[src/shared/panel_pkg.sv]
// Purpose: Constants and types for the keypad panel and menu controller
// Assumes: 20 MHz aclk, registers on AXI4-Lite
// Notes: Long counts become top-level parameters
package panel_pkg;
  localparam int CLK_HZ = 20_000_000;
  localparam int INIT_TIME_MS = 5000;
  localparam int INIT_CYCLES = INIT_TIME_MS * (CLK_HZ / 1000);
  localparam int DEBOUNCE_MS = 10;
  localparam int DEBOUNCE_CYCLES = DEBOUNCE_MS * (CLK_HZ / 1000);
  localparam int FLASH_MS = 250;
  localparam int FLASH_CYCLES = FLASH_MS * (CLK_HZ / 1000);
  localparam int RESET_WAIT_US = 10;
  localparam int RESET_WAIT_CYCLES = RESET_WAIT_US * (CLK_HZ / 1_000_000);
  localparam logic [7:0] ADDR_CONFIG = 8'h00;
  localparam logic [7:0] ADDR_STATUS = 8'h04;
  localparam logic [1:0] RESP_OKAY = 2'h0;
  localparam logic [1:0] RESP_SLVERR = 2'h2;
  localparam int CFG_SRC_LSB = 0;
  localparam int CFG_MF_LSB = 2;
  localparam int CFG_TUNE_BIT = 4;
  localparam logic [1:0] SRC_KEYPAD = 2'h0;
  localparam logic [1:0] SRC_TERMINAL = 2'h1;
  localparam logic [1:0] SRC_SERIAL = 2'h2;
  localparam logic [1:0] MF_NONE = 2'h0;
  localparam logic [1:0] MF_JOG_FWD = 2'h1;
  localparam logic [1:0] MF_JOG_REV = 2'h2;
  localparam int KEY_PROG = 0;
  localparam int KEY_CONFIRM = 1;
  localparam int KEY_UP = 2;
  localparam int KEY_DOWN = 3;
  localparam int KEY_SHIFT = 4;
  localparam int KEY_RUN = 5;
  localparam int KEY_STOP = 6;
  localparam int KEY_MF = 7;
  localparam logic [4:0] STOP_CODE_MAX = 5'h08;
  localparam logic [4:0] RUN_CODE_MAX = 5'h0e;
  localparam logic [4:0] PARAM_CODE_MAX = 5'h1f;
  localparam logic [3:0] FAULT_LOG_GROUP = 4'he;
  localparam logic [4:0] GLYPH_DASH = 5'h10;
  localparam logic [4:0] GLYPH_N = 5'h11;
  localparam logic [4:0] GLYPH_R = 5'h12;
  localparam logic [4:0] GLYPH_BLANK = 5'h13;
  localparam logic [4:0] GLYPH_P = 5'h14;
  localparam logic [4:0] GLYPH_E = 5'h0e;
  localparam logic [4:0] GLYPH_EIGHT = 5'h08;
  localparam logic [2:0] UNIT_HZ = 3'b001;
  localparam logic [2:0] UNIT_A = 3'b010;
  localparam logic [2:0] UNIT_V = 3'b100;
  localparam logic [2:0] UNIT_RPM = 3'b011;
  localparam logic [2:0] UNIT_TIME = 3'b110;
  localparam logic [2:0] UNIT_PCT = 3'b101;
  typedef enum logic [2:0] {ST_INIT, ST_STOP, ST_RUN, ST_FAULT, ST_PROG} panel_state_t;
  typedef enum logic [2:0] {Q_FREQ, Q_CURR, Q_VOLT, Q_SPEED, Q_TIME, Q_PCT} quantity_t;
  typedef struct packed {logic cmd_source; logic run; logic direction; logic fault;
    logic [2:0] unit;} lamps_t;
  typedef struct packed {logic [3:0][4:0] glyph; logic [3:0] point;} display_t;
  typedef struct packed {logic run; logic stop; logic tune; logic fault_reset;
    logic jog_fwd; logic jog_rev;} drive_cmd_t;
  typedef struct packed {logic running; logic stopping; logic forward; logic fault;
    logic [7:0] fault_code;} drive_status_t;
endpackage

[src/hw/keypad_panel_menu_controller.sv]
// Purpose: Front panel keys, display, lamps and three-level menu
// Assumes: Keys active high and synchronous; core settles param_rdata
// Notes: Registers on AXI4-Lite
// How it works
// - Source lamp: keypad off, terminal on, host flash
// - Run lamp: running on, stopping flash
// - Direction lamp on forward, off reverse
// - Fault lamp follows fault condition
// - Unit lamps show kind of shown quantity
// - Program key toggles programming, backs one level
// - Confirm descends a level, stores at third
// - Up/down step group, code or value
// - Shift moves edit digit or monitor quantity
// - Run key starts drive or tuning, keypad only
// - Stop key stops, or clears stopped fault
// - Five second all-on initialisation at power-up
// - Stopped: flash value, shift steps n codes
// - Run command moves panel to running view
// - Running: shift steps r codes, confirm views
// - Fault shows flashing code, program opens log
// - Reset returns to normal only if cleared
// - Menu levels: group, code, value
// - Confirm at third saves, advances code
// - Program at third discards, keeps code
// - Multi-function key: none, forward jog, reverse jog
// - Source setting gates run key and stop command; stop key clears a fault from any source
//
// The AXI4-Lite slave port and the register addresses were chosen for this implementation.
`timescale 1ns/1ps
`default_nettype none
module keypad_panel_menu_controller #(
  parameter int INIT_CYCLES = panel_pkg::INIT_CYCLES,
  parameter int DEBOUNCE_CYCLES = panel_pkg::DEBOUNCE_CYCLES,
  parameter int FLASH_CYCLES = panel_pkg::FLASH_CYCLES
) (
  input wire logic aclk,
  input wire logic aresetn,
  input wire logic [7:0] awaddr,
  input wire logic awvalid,
  output logic awready,
  input wire logic [31:0] wdata,
  input wire logic [3:0] wstrb,
  input wire logic wvalid,
  output logic wready,
  output logic [1:0] bresp,
  output logic bvalid,
  input wire logic bready,
  input wire logic [7:0] araddr,
  input wire logic arvalid,
  output logic arready,
  output logic [31:0] rdata,
  output logic [1:0] rresp,
  output logic rvalid,
  input wire logic rready,
  input wire logic [7:0] keys_raw,
  input wire panel_pkg::drive_status_t drive_status,
  input wire panel_pkg::quantity_t monitor_kind,
  input wire logic [15:0] monitor_value,
  input wire logic [15:0] param_rdata,
  output panel_pkg::display_t display,
  output panel_pkg::lamps_t lamps,
  output panel_pkg::drive_cmd_t drive_cmd,
  output logic [5:0] monitor_sel,
  output logic [8:0] param_addr,
  output logic [15:0] param_wdata,
  output logic param_write
);

  // ****************************************
  // Helpers
  // ****************************************
  function automatic logic [4:0] next_idx(input logic [4:0] v, input logic [4:0] max);
    return (v >= max) ? 5'h00 : v + 5'h01;
  endfunction

  function automatic logic [15:0] digit_step(input logic [1:0] d);
    return 16'h0001 << {d, 2'b00};
  endfunction

  function automatic logic [19:0] hex4(input logic [15:0] v);
    return {1'b0, v[15:12], 1'b0, v[11:8], 1'b0, v[7:4], 1'b0, v[3:0]};
  endfunction

  function automatic logic [9:0] dec2(input logic [4:0] v);
    return (v >= 5'd10) ? {5'h01, 5'(v - 5'd10)} : {5'h00, v};
  endfunction

  function automatic logic [2:0] unit_lamps(input panel_pkg::quantity_t k);
    case (k)
      panel_pkg::Q_FREQ: return panel_pkg::UNIT_HZ;
      panel_pkg::Q_CURR: return panel_pkg::UNIT_A;
      panel_pkg::Q_VOLT: return panel_pkg::UNIT_V;
      panel_pkg::Q_SPEED: return panel_pkg::UNIT_RPM;
      panel_pkg::Q_TIME: return panel_pkg::UNIT_TIME;
      panel_pkg::Q_PCT: return panel_pkg::UNIT_PCT;
      default: return 3'b000;
    endcase
  endfunction

  // ****************************************
  // Key debounce and flash timebase
  // ****************************************
  logic [31:0] db_cnt_reg;
  logic [31:0] flash_cnt_reg;
  logic [31:0] init_cnt_reg;
  logic [7:0] key_sample_reg;
  logic [7:0] key_state_reg;
  logic [7:0] key_last_reg;
  logic flash_reg;
  logic db_tick;
  logic [7:0] press;

  assign db_tick = (db_cnt_reg == 32'(DEBOUNCE_CYCLES - 1));
  // One action per press: a rising edge of the filtered level
  assign press = key_state_reg & ~key_last_reg;

  always_ff @(posedge aclk) begin
    if (!aresetn || db_tick) begin
      db_cnt_reg <= 32'h0000_0000;
    end else begin
      db_cnt_reg <= db_cnt_reg + 32'h0000_0001;
    end
  end

  // A level counts only after two equal samples one debounce period apart
  always_ff @(posedge aclk) begin
    if (!aresetn) begin
      key_sample_reg <= 8'h00;
      key_state_reg <= 8'h00;
      key_last_reg <= 8'h00;
    end else begin
      key_last_reg <= key_state_reg;
      if (db_tick) begin
        key_sample_reg <= keys_raw;
        key_state_reg <= (keys_raw & key_sample_reg) | (key_state_reg & (keys_raw | key_sample_reg));
      end
    end
  end

  // Every flashing lamp and digit shares this one phase
  always_ff @(posedge aclk) begin
    if (!aresetn) begin
      flash_cnt_reg <= 32'h0000_0000;
      flash_reg <= 1'b0;
    end else if (flash_cnt_reg == 32'(FLASH_CYCLES - 1)) begin
      flash_cnt_reg <= 32'h0000_0000;
      flash_reg <= ~flash_reg;
    end else begin
      flash_cnt_reg <= flash_cnt_reg + 32'h0000_0001;
    end
  end

  // ****************************************
  // Register file
  // ****************************************
  logic [1:0] cfg_src_reg;
  logic [1:0] cfg_mf_reg;
  logic cfg_tune_reg;
  panel_pkg::panel_state_t state_reg;
  logic [1:0] level_reg;
  logic fault_seen_reg;
  logic tune_go;
  logic keypad_src;
  logic cmd_ok;

  assign keypad_src = (cfg_src_reg == panel_pkg::SRC_KEYPAD);
  assign cmd_ok = (state_reg != panel_pkg::ST_INIT) && (state_reg != panel_pkg::ST_FAULT);
  assign tune_go = press[panel_pkg::KEY_RUN] && keypad_src && cfg_tune_reg && cmd_ok;

  always_ff @(posedge aclk) begin
    if (!aresetn) begin
      awready <= 1'b0;
      wready <= 1'b0;
      bvalid <= 1'b0;
      bresp <= panel_pkg::RESP_OKAY;
      arready <= 1'b0;
      rvalid <= 1'b0;
      rdata <= 32'h0000_0000;
      rresp <= panel_pkg::RESP_OKAY;
      cfg_src_reg <= panel_pkg::SRC_KEYPAD;
      cfg_mf_reg <= panel_pkg::MF_NONE;
      cfg_tune_reg <= 1'b0;
    end else begin
      awready <= awvalid && wvalid && !awready && !bvalid;
      wready <= awvalid && wvalid && !awready && !bvalid;
      if (tune_go) begin
        cfg_tune_reg <= 1'b0;
      end
      if (awready && awvalid) begin
        bvalid <= 1'b1;
        bresp <= panel_pkg::RESP_OKAY;
        if (awaddr[7:2] == panel_pkg::ADDR_CONFIG[7:2]) begin
          // A software write wins over the hardware clear of the arm bit
          if (wstrb[0]) begin
            cfg_src_reg <= wdata[panel_pkg::CFG_SRC_LSB +: 2];
            cfg_mf_reg <= wdata[panel_pkg::CFG_MF_LSB +: 2];
            cfg_tune_reg <= wdata[panel_pkg::CFG_TUNE_BIT];
          end
        end else if (awaddr[7:2] != panel_pkg::ADDR_STATUS[7:2]) begin
          bresp <= panel_pkg::RESP_SLVERR;
        end
      end else if (bvalid && bready) begin
        bvalid <= 1'b0;
      end
      arready <= arvalid && !arready && !rvalid;
      if (arready && arvalid) begin
        rvalid <= 1'b1;
        rresp <= panel_pkg::RESP_OKAY;
        if (araddr[7:2] == panel_pkg::ADDR_CONFIG[7:2]) begin
          rdata <= {27'h0, cfg_tune_reg, cfg_mf_reg, cfg_src_reg};
        end else if (araddr[7:2] == panel_pkg::ADDR_STATUS[7:2]) begin
          rdata <= {26'h0, drive_status.fault, level_reg, state_reg};
        end else begin
          rdata <= 32'h0000_0000;
          rresp <= panel_pkg::RESP_SLVERR;
        end
      end else if (rvalid && rready) begin
        rvalid <= 1'b0;
      end
    end
  end

  // ****************************************
  // Panel state sequencing
  // ****************************************
  logic reset_pend_reg;
  logic [7:0] reset_wait_reg;
  logic view_code_reg;
  logic fault_rise;
  logic stop_key_reset;
  panel_pkg::panel_state_t normal_state;

  assign fault_rise = drive_status.fault && !fault_seen_reg;
  assign stop_key_reset = press[panel_pkg::KEY_STOP] && (state_reg == panel_pkg::ST_FAULT)
    && !drive_status.running && !drive_status.stopping;
  assign normal_state = (drive_status.running || drive_status.stopping) ?
    panel_pkg::ST_RUN : panel_pkg::ST_STOP;

  always_ff @(posedge aclk) begin
    if (!aresetn) begin
      state_reg <= panel_pkg::ST_INIT;
      init_cnt_reg <= 32'h0000_0000;
      fault_seen_reg <= 1'b0;
    end else begin
      fault_seen_reg <= drive_status.fault;
      case (state_reg)
        panel_pkg::ST_INIT: begin
          init_cnt_reg <= init_cnt_reg + 32'h0000_0001;
          if (init_cnt_reg == 32'(INIT_CYCLES - 1)) begin
            state_reg <= panel_pkg::ST_STOP;
          end
        end
        panel_pkg::ST_STOP, panel_pkg::ST_RUN: begin
          if (drive_status.fault) begin
            state_reg <= panel_pkg::ST_FAULT;
          end else if (press[panel_pkg::KEY_PROG] && !view_code_reg) begin
            state_reg <= panel_pkg::ST_PROG;
          end else begin
            state_reg <= normal_state;
          end
        end
        panel_pkg::ST_FAULT: begin
          if (press[panel_pkg::KEY_PROG]) begin
            state_reg <= panel_pkg::ST_PROG;
          end else if (reset_pend_reg && !drive_status.fault) begin
            state_reg <= normal_state;
          end
        end
        panel_pkg::ST_PROG: begin
          if (fault_rise) begin
            state_reg <= panel_pkg::ST_FAULT;
          end else if (press[panel_pkg::KEY_PROG] && level_reg == 2'd1) begin
            state_reg <= drive_status.fault ? panel_pkg::ST_FAULT : normal_state;
          end
        end
        default: state_reg <= panel_pkg::ST_INIT;
      endcase
    end
  end

  // A reset request stays open for a short window; a fault still present after it stays shown
  always_ff @(posedge aclk) begin
    if (!aresetn) begin
      reset_pend_reg <= 1'b0;
      reset_wait_reg <= 8'h00;
    end else if (stop_key_reset) begin
      reset_pend_reg <= 1'b1;
      reset_wait_reg <= 8'(panel_pkg::RESET_WAIT_CYCLES);
    end else if (reset_wait_reg != 8'h00) begin
      reset_wait_reg <= reset_wait_reg - 8'h01;
    end else begin
      reset_pend_reg <= 1'b0;
    end
  end

  // ****************************************
  // Monitor view and three-level menu
  // ****************************************
  logic [4:0] view_idx_reg;
  logic [3:0] group_reg;
  logic [4:0] code_reg;
  logic [15:0] value_reg;
  logic [1:0] digit_reg;
  logic in_prog;
  logic in_view;

  assign in_prog = (state_reg == panel_pkg::ST_PROG);
  assign in_view = (state_reg == panel_pkg::ST_STOP) || (state_reg == panel_pkg::ST_RUN);

  always_ff @(posedge aclk) begin
    if (!aresetn || !in_view) begin
      view_idx_reg <= 5'h00;
      view_code_reg <= 1'b0;
    end else if (press[panel_pkg::KEY_SHIFT]) begin
      view_idx_reg <= next_idx(view_idx_reg, (state_reg == panel_pkg::ST_RUN) ?
        panel_pkg::RUN_CODE_MAX : panel_pkg::STOP_CODE_MAX);
      view_code_reg <= 1'b1;
    end else if (press[panel_pkg::KEY_CONFIRM] || press[panel_pkg::KEY_PROG]) begin
      view_code_reg <= 1'b0;
    end
  end

  always_ff @(posedge aclk) begin
    if (!aresetn) begin
      level_reg <= 2'd0;
      group_reg <= 4'h0;
      code_reg <= 5'h00;
      value_reg <= 16'h0000;
      digit_reg <= 2'd0;
      param_write <= 1'b0;
      param_wdata <= 16'h0000;
    end else begin
      param_write <= 1'b0;
      if (!in_prog) begin
        level_reg <= 2'd0;
        if (state_reg == panel_pkg::ST_FAULT) begin
          group_reg <= panel_pkg::FAULT_LOG_GROUP;
        end
      end else if (level_reg == 2'd0) begin
        level_reg <= 2'd1;
      end else if (press[panel_pkg::KEY_PROG]) begin
        level_reg <= level_reg - 2'd1;
      end else if (press[panel_pkg::KEY_CONFIRM]) begin
        case (level_reg)
          2'd1: begin
            level_reg <= 2'd2;
            code_reg <= 5'h00;
          end
          2'd2: begin
            level_reg <= 2'd3;
            value_reg <= param_rdata;
            digit_reg <= 2'd0;
          end
          default: begin
            param_write <= 1'b1;
            param_wdata <= value_reg;
            level_reg <= 2'd2;
            code_reg <= next_idx(code_reg, panel_pkg::PARAM_CODE_MAX);
          end
        endcase
      end else if (press[panel_pkg::KEY_UP]) begin
        case (level_reg)
          2'd1: group_reg <= group_reg + 4'h1;
          2'd2: code_reg <= next_idx(code_reg, panel_pkg::PARAM_CODE_MAX);
          default: value_reg <= value_reg + digit_step(digit_reg);
        endcase
      end else if (press[panel_pkg::KEY_DOWN]) begin
        case (level_reg)
          2'd1: group_reg <= group_reg - 4'h1;
          2'd2: code_reg <= (code_reg == 5'h00) ? panel_pkg::PARAM_CODE_MAX :
            code_reg - 5'h01;
          default: value_reg <= value_reg - digit_step(digit_reg);
        endcase
      end else if (press[panel_pkg::KEY_SHIFT] && level_reg == 2'd3) begin
        digit_reg <= digit_reg + 2'd1;
      end
    end
  end

  assign param_addr = {group_reg, code_reg};
  assign monitor_sel = {(state_reg == panel_pkg::ST_RUN), view_idx_reg};

  // ****************************************
  // Drive commands
  // ****************************************
  always_ff @(posedge aclk) begin
    if (!aresetn) begin
      drive_cmd <= '0;
    end else begin
      drive_cmd.tune <= tune_go;
      drive_cmd.run <= press[panel_pkg::KEY_RUN] && keypad_src && cmd_ok && !cfg_tune_reg;
      drive_cmd.fault_reset <= stop_key_reset;
      drive_cmd.stop <= press[panel_pkg::KEY_STOP] && keypad_src && !stop_key_reset;
      drive_cmd.jog_fwd <= key_state_reg[panel_pkg::KEY_MF] && cmd_ok
        && cfg_mf_reg == panel_pkg::MF_JOG_FWD;
      drive_cmd.jog_rev <= key_state_reg[panel_pkg::KEY_MF] && cmd_ok
        && cfg_mf_reg == panel_pkg::MF_JOG_REV;
    end
  end

  // ****************************************
  // Lamps and display
  // ****************************************
  always_ff @(posedge aclk) begin
    if (!aresetn || state_reg == panel_pkg::ST_INIT) begin
      lamps <= '1;
    end else begin
      lamps.cmd_source <= (cfg_src_reg == panel_pkg::SRC_TERMINAL) ||
        ((cfg_src_reg == panel_pkg::SRC_SERIAL) && flash_reg);
      lamps.run <= drive_status.running || (drive_status.stopping && flash_reg);
      lamps.direction <= drive_status.forward;
      lamps.fault <= drive_status.fault;
      lamps.unit <= (in_view && !view_code_reg) ? unit_lamps(monitor_kind) : 3'b000;
    end
  end

  always_ff @(posedge aclk) begin
    if (!aresetn || state_reg == panel_pkg::ST_INIT) begin
      display.glyph <= {4{panel_pkg::GLYPH_EIGHT}};
      display.point <= 4'hf;
    end else begin
      display.point <= 4'h0;
      case (state_reg)
        panel_pkg::ST_FAULT: begin
          display.glyph <= flash_reg ? {4{panel_pkg::GLYPH_BLANK}} :
            {panel_pkg::GLYPH_E, panel_pkg::GLYPH_DASH, 1'b0, drive_status.fault_code[7:4],
             1'b0, drive_status.fault_code[3:0]};
        end
        panel_pkg::ST_PROG: begin
          case (level_reg)
            2'd3: begin
              display.glyph <= hex4(value_reg);
              if (flash_reg) begin
                display.glyph[digit_reg] <= panel_pkg::GLYPH_BLANK;
              end
            end
            2'd2: begin
              display.glyph <= {panel_pkg::GLYPH_P, 1'b0, group_reg, dec2(code_reg)};
              display.point <= 4'h4;
            end
            default: begin
              display.glyph <= {panel_pkg::GLYPH_P, 1'b0, group_reg,
                panel_pkg::GLYPH_BLANK, panel_pkg::GLYPH_BLANK};
              display.point <= 4'h4;
            end
          endcase
        end
        default: begin
          if (view_code_reg) begin
            display.glyph <= {(state_reg == panel_pkg::ST_RUN) ? panel_pkg::GLYPH_R :
              panel_pkg::GLYPH_N, panel_pkg::GLYPH_DASH, dec2(view_idx_reg)};
          end else if (state_reg == panel_pkg::ST_STOP && flash_reg) begin
            display.glyph <= {4{panel_pkg::GLYPH_BLANK}};
          end else begin
            display.glyph <= hex4(monitor_value);
          end
        end
      endcase
    end
  end
endmodule
`default_nettype wire

[config.mk]
export PLATFORM = sky130hd
export DESIGN_NAME = keypad_panel_menu_controller
export DESIGN_NICKNAME = d
export VERILOG_FILES = /design/src/shared/panel_pkg.sv /design/src/hw/keypad_panel_menu_controller.sv
export SDC_FILE = /design/constraint.sdc
export NUM_CORES = 1
export LEC_CHECK = 0
export BUFFER_PORTS_ARGS = -buffer_cell sky130_fd_sc_hd__buf_2
export CAP_MARGIN = 20
export CORE_ASPECT_RATIO = 1.1
export CORE_MARGIN = 2
export CORE_UTILIZATION = 60
export DETAILED_ROUTE_END_ITERATION = 8
export PLACE_DENSITY = 0.87
export SETUP_SLACK_MARGIN = 0.5
export SYNTH_ARGS = -nofsm -noshare
export SYNTH_HDL_FRONTEND = slang
export SYNTH_SLANG_ARGS = --single-unit
[constraint.sdc]
create_clock -name aclk -period 5.6 [get_ports aclk]
set_clock_uncertainty 0.05 [all_clocks]
set_input_delay 1.12 -clock aclk [delete_from_list [all_inputs] [get_ports aclk]]
set_output_delay 1.12 -clock aclk [all_outputs]
set_load 0.02 [all_outputs]
==> reports/summary.txt <==
Crit path required time - 4.43 ns
Synth top area share - 40.0%
vias in the first global route - 9941
VDD IR max - 0.256 mV
critical path peak fanout - 14
largest net degree at the start of global routing - 69
fmax - 0.302 GHz
gr usage total - 26.6%
most frequent cells in the layout - 237 x dfxtp_1, 217 x nor2_1, 161 x buf_2, 136 x nand2_1, 92 x a21oi_1
async set-or-reset flop fraction in the synthesized netlist - 0%
LEAKAGE - 5.48 nW
Max-cap violations - 0
post-CTS resize count - 0
top_reg_cell synth - dfxtp_1
number of antenna violations at the first check in global routing - 0
Area growth, synth to finish - 14.0%
post-synthesis register bit count - 237
slew margin rel. - 30.0%
clock buffer count from CTS - 24
Placeable Area - 19200 um2
cells after synthesis - 1456
Clock Latency Late Sink - 0.52 ns
Synth warnings - 0
status - complete, no violations
launching element type of the critical path - register
share of cells above drive strength 1 - 14.5%
Starting Density - 61.7%
RD Place Congestion - 0.919
Hold Buf Count CTS - 0
vias per cell - 5.92
Top Ports - 224
CTS tree - yes
Yosys top cell by area - dfxtp_1
drt wl/cell - 16.0 um
DRC Markers - 0
Setup crit end kind - primary output
TritonCTS sink count - 237
min Tclk post-route - 3.31 ns
Final Hold Fails - 0
Antenna Violating Nets Remaining - 0
Hold Crit Class - register to register
WL final - 29500 um
clock root buffer - clkbuf_16
RSZ-0062 raised after global routing - no
HPWL after detailed placement - 20500 um
Finished Layout Cells - 1844
Filler Cell Count - 1457
die width - 138 um
Slew @ Worst Pin - 1.05 ns
Initial DRC Count - 713
first-pass GRT wire length - 47100 um
CP Class - register to primary output
Post-Place Cells - 1798
n_diodes - 0
GR Overflow Total - 0
synthesized cell area - 11900 um2
largest cells by area after synthesis - dfxtp_1 40%, nor2_1 6.9%, xor2_1 4.4%
Netlist cell types - 74
setup bufs post-CTS - 0
commonest non-fill, non-tap cell in the layout - dfxtp_1
register area share after synthesis - 40.0%
period utilization - 59.2%
CTS max path bufs - 3
PD cells - 273 nW/um2
die area - 20900 um2
CTS H-Tree Depth - 1
setup TNS - 0 ns
Cell Rows - 53
port bufs - 161
Post-Syn Area per Cell - 8.15 um2
final setup vio count - 0
Die Y-Extent - 152 um
critical path arrival - 2.14 ns
Worst-path clk slew - 0.06 ns
router iterations before antenna repair - 5
vias - 10900
Slew Viols, Final - 0
EDFF count, synth - 0
Layout Nets - 1736
-- cells by family (layout without fill, tap and decap cells) --
kind of cell	after synthesis	count (layout)	share of synthesized area (%)
simple gates	621	621	25.0
compound gates	276	276	14.4
flops	237	237	40.0
buf+inv	141	255	5.58
xor+xnor	109	109	8.04
fa+ha+maj	42	42	4.49
mux	29	29	2.50
other cells	1	28	0.0316
-- path summary, 6_finish.rpt --
kind | startpoint | to | slack, ns | cells past startpoint
min reg2reg | bvalid$_SDFFE_PN0P_ | wready$_SDFF_PN0_ | 0.39 | 1
max reg2reg | key_state_reg[2]$_SDFFE_PN0P_ | value_reg[14]$_SDFFE_PN0P_ | 2.41 | 12
min | bvalid$_SDFFE_PN0P_ | wready$_SDFF_PN0_ | 0.39 | 1
max | state_reg[1]$_SDFFE_PN0P_ | monitor_sel[5] | 2.29 | 2
-- layout make-up --
class	count	area, um2	area share, %
Tap cell	247	309	2.28
Clock buffer	37	751	5.55
Sequential cell	237	4740	35.1
Clock inverter	6	111	0.823
Timing Repair Buffer	172	901	6.66
Inverter	40	151	1.12
Multi-Input combinational cell	1105	6560	48.5
-- report_power, final --
part	leakage [nW]	switching (mW)	internal [mW]
clock network	0.421	0.657	1.06
registers	1.91	0.0273	1.72
logic	3.14	0.134	0.0989
total	5.48	0.819	2.88
-- stage by stage --
stage | instance area (um2) | util [%] | hold WS, ns | power (mW) | worst slack [ns]
global route | 13500 | 70.4 | 0.407 | 3.82 | 2.17
floorplan | 12000 | - | 0.363 | 1.96 | 2.80
finish | 13500 | 70.4 | 0.391 | 3.70 | 2.29
CTS | 13500 | 70.2 | 0.388 | 3.72 | 2.36
global placement | 12600 | 65.7 | 0.370 | 2.00 | 2.07
detailed placement | 12600 | 65.7 | 0.380 | 2.01 | 2.00
-- synthesized netlist by cell type (8+ instances only) --
cell	n
xnor2_1	49
mux2i_1	24
a31oi_1	21
ha_1	41
nand4_1	29
and3_1	26
nor2b_1	11
a21oi_1	92
nand2b_1	16
buf_4	33
or4_1	8
nor3_1	34
nor2_1	217
o211ai_1	10
o221ai_1	8
a211oi_1	8
a21o_1	8
nand3_1	63
a22oi_1	11
and4_1	8
nor4_1	14
dfxtp_1	237
clkbuf_1	60
xor2_1	60
o21ai_0	65
inv_1	39
or3_1	8
nand2_1	136
and2_1	26
-- layer usage --
metal | wire length, um | GRT usage, %
met1 | 11700 | 31.9
met2 | 14500 | 48.5
met3 | 2250 | 3.99
met4 | 979 | 10.3
met5 | 0 | 0
-- critical path: stages (launching register included) --
cell and delay, ns:
dfxtp_1 0.63, nor3b_1 0.70, buf_2 0.30
Note: power is estimated with default switching activity, not from simulation.
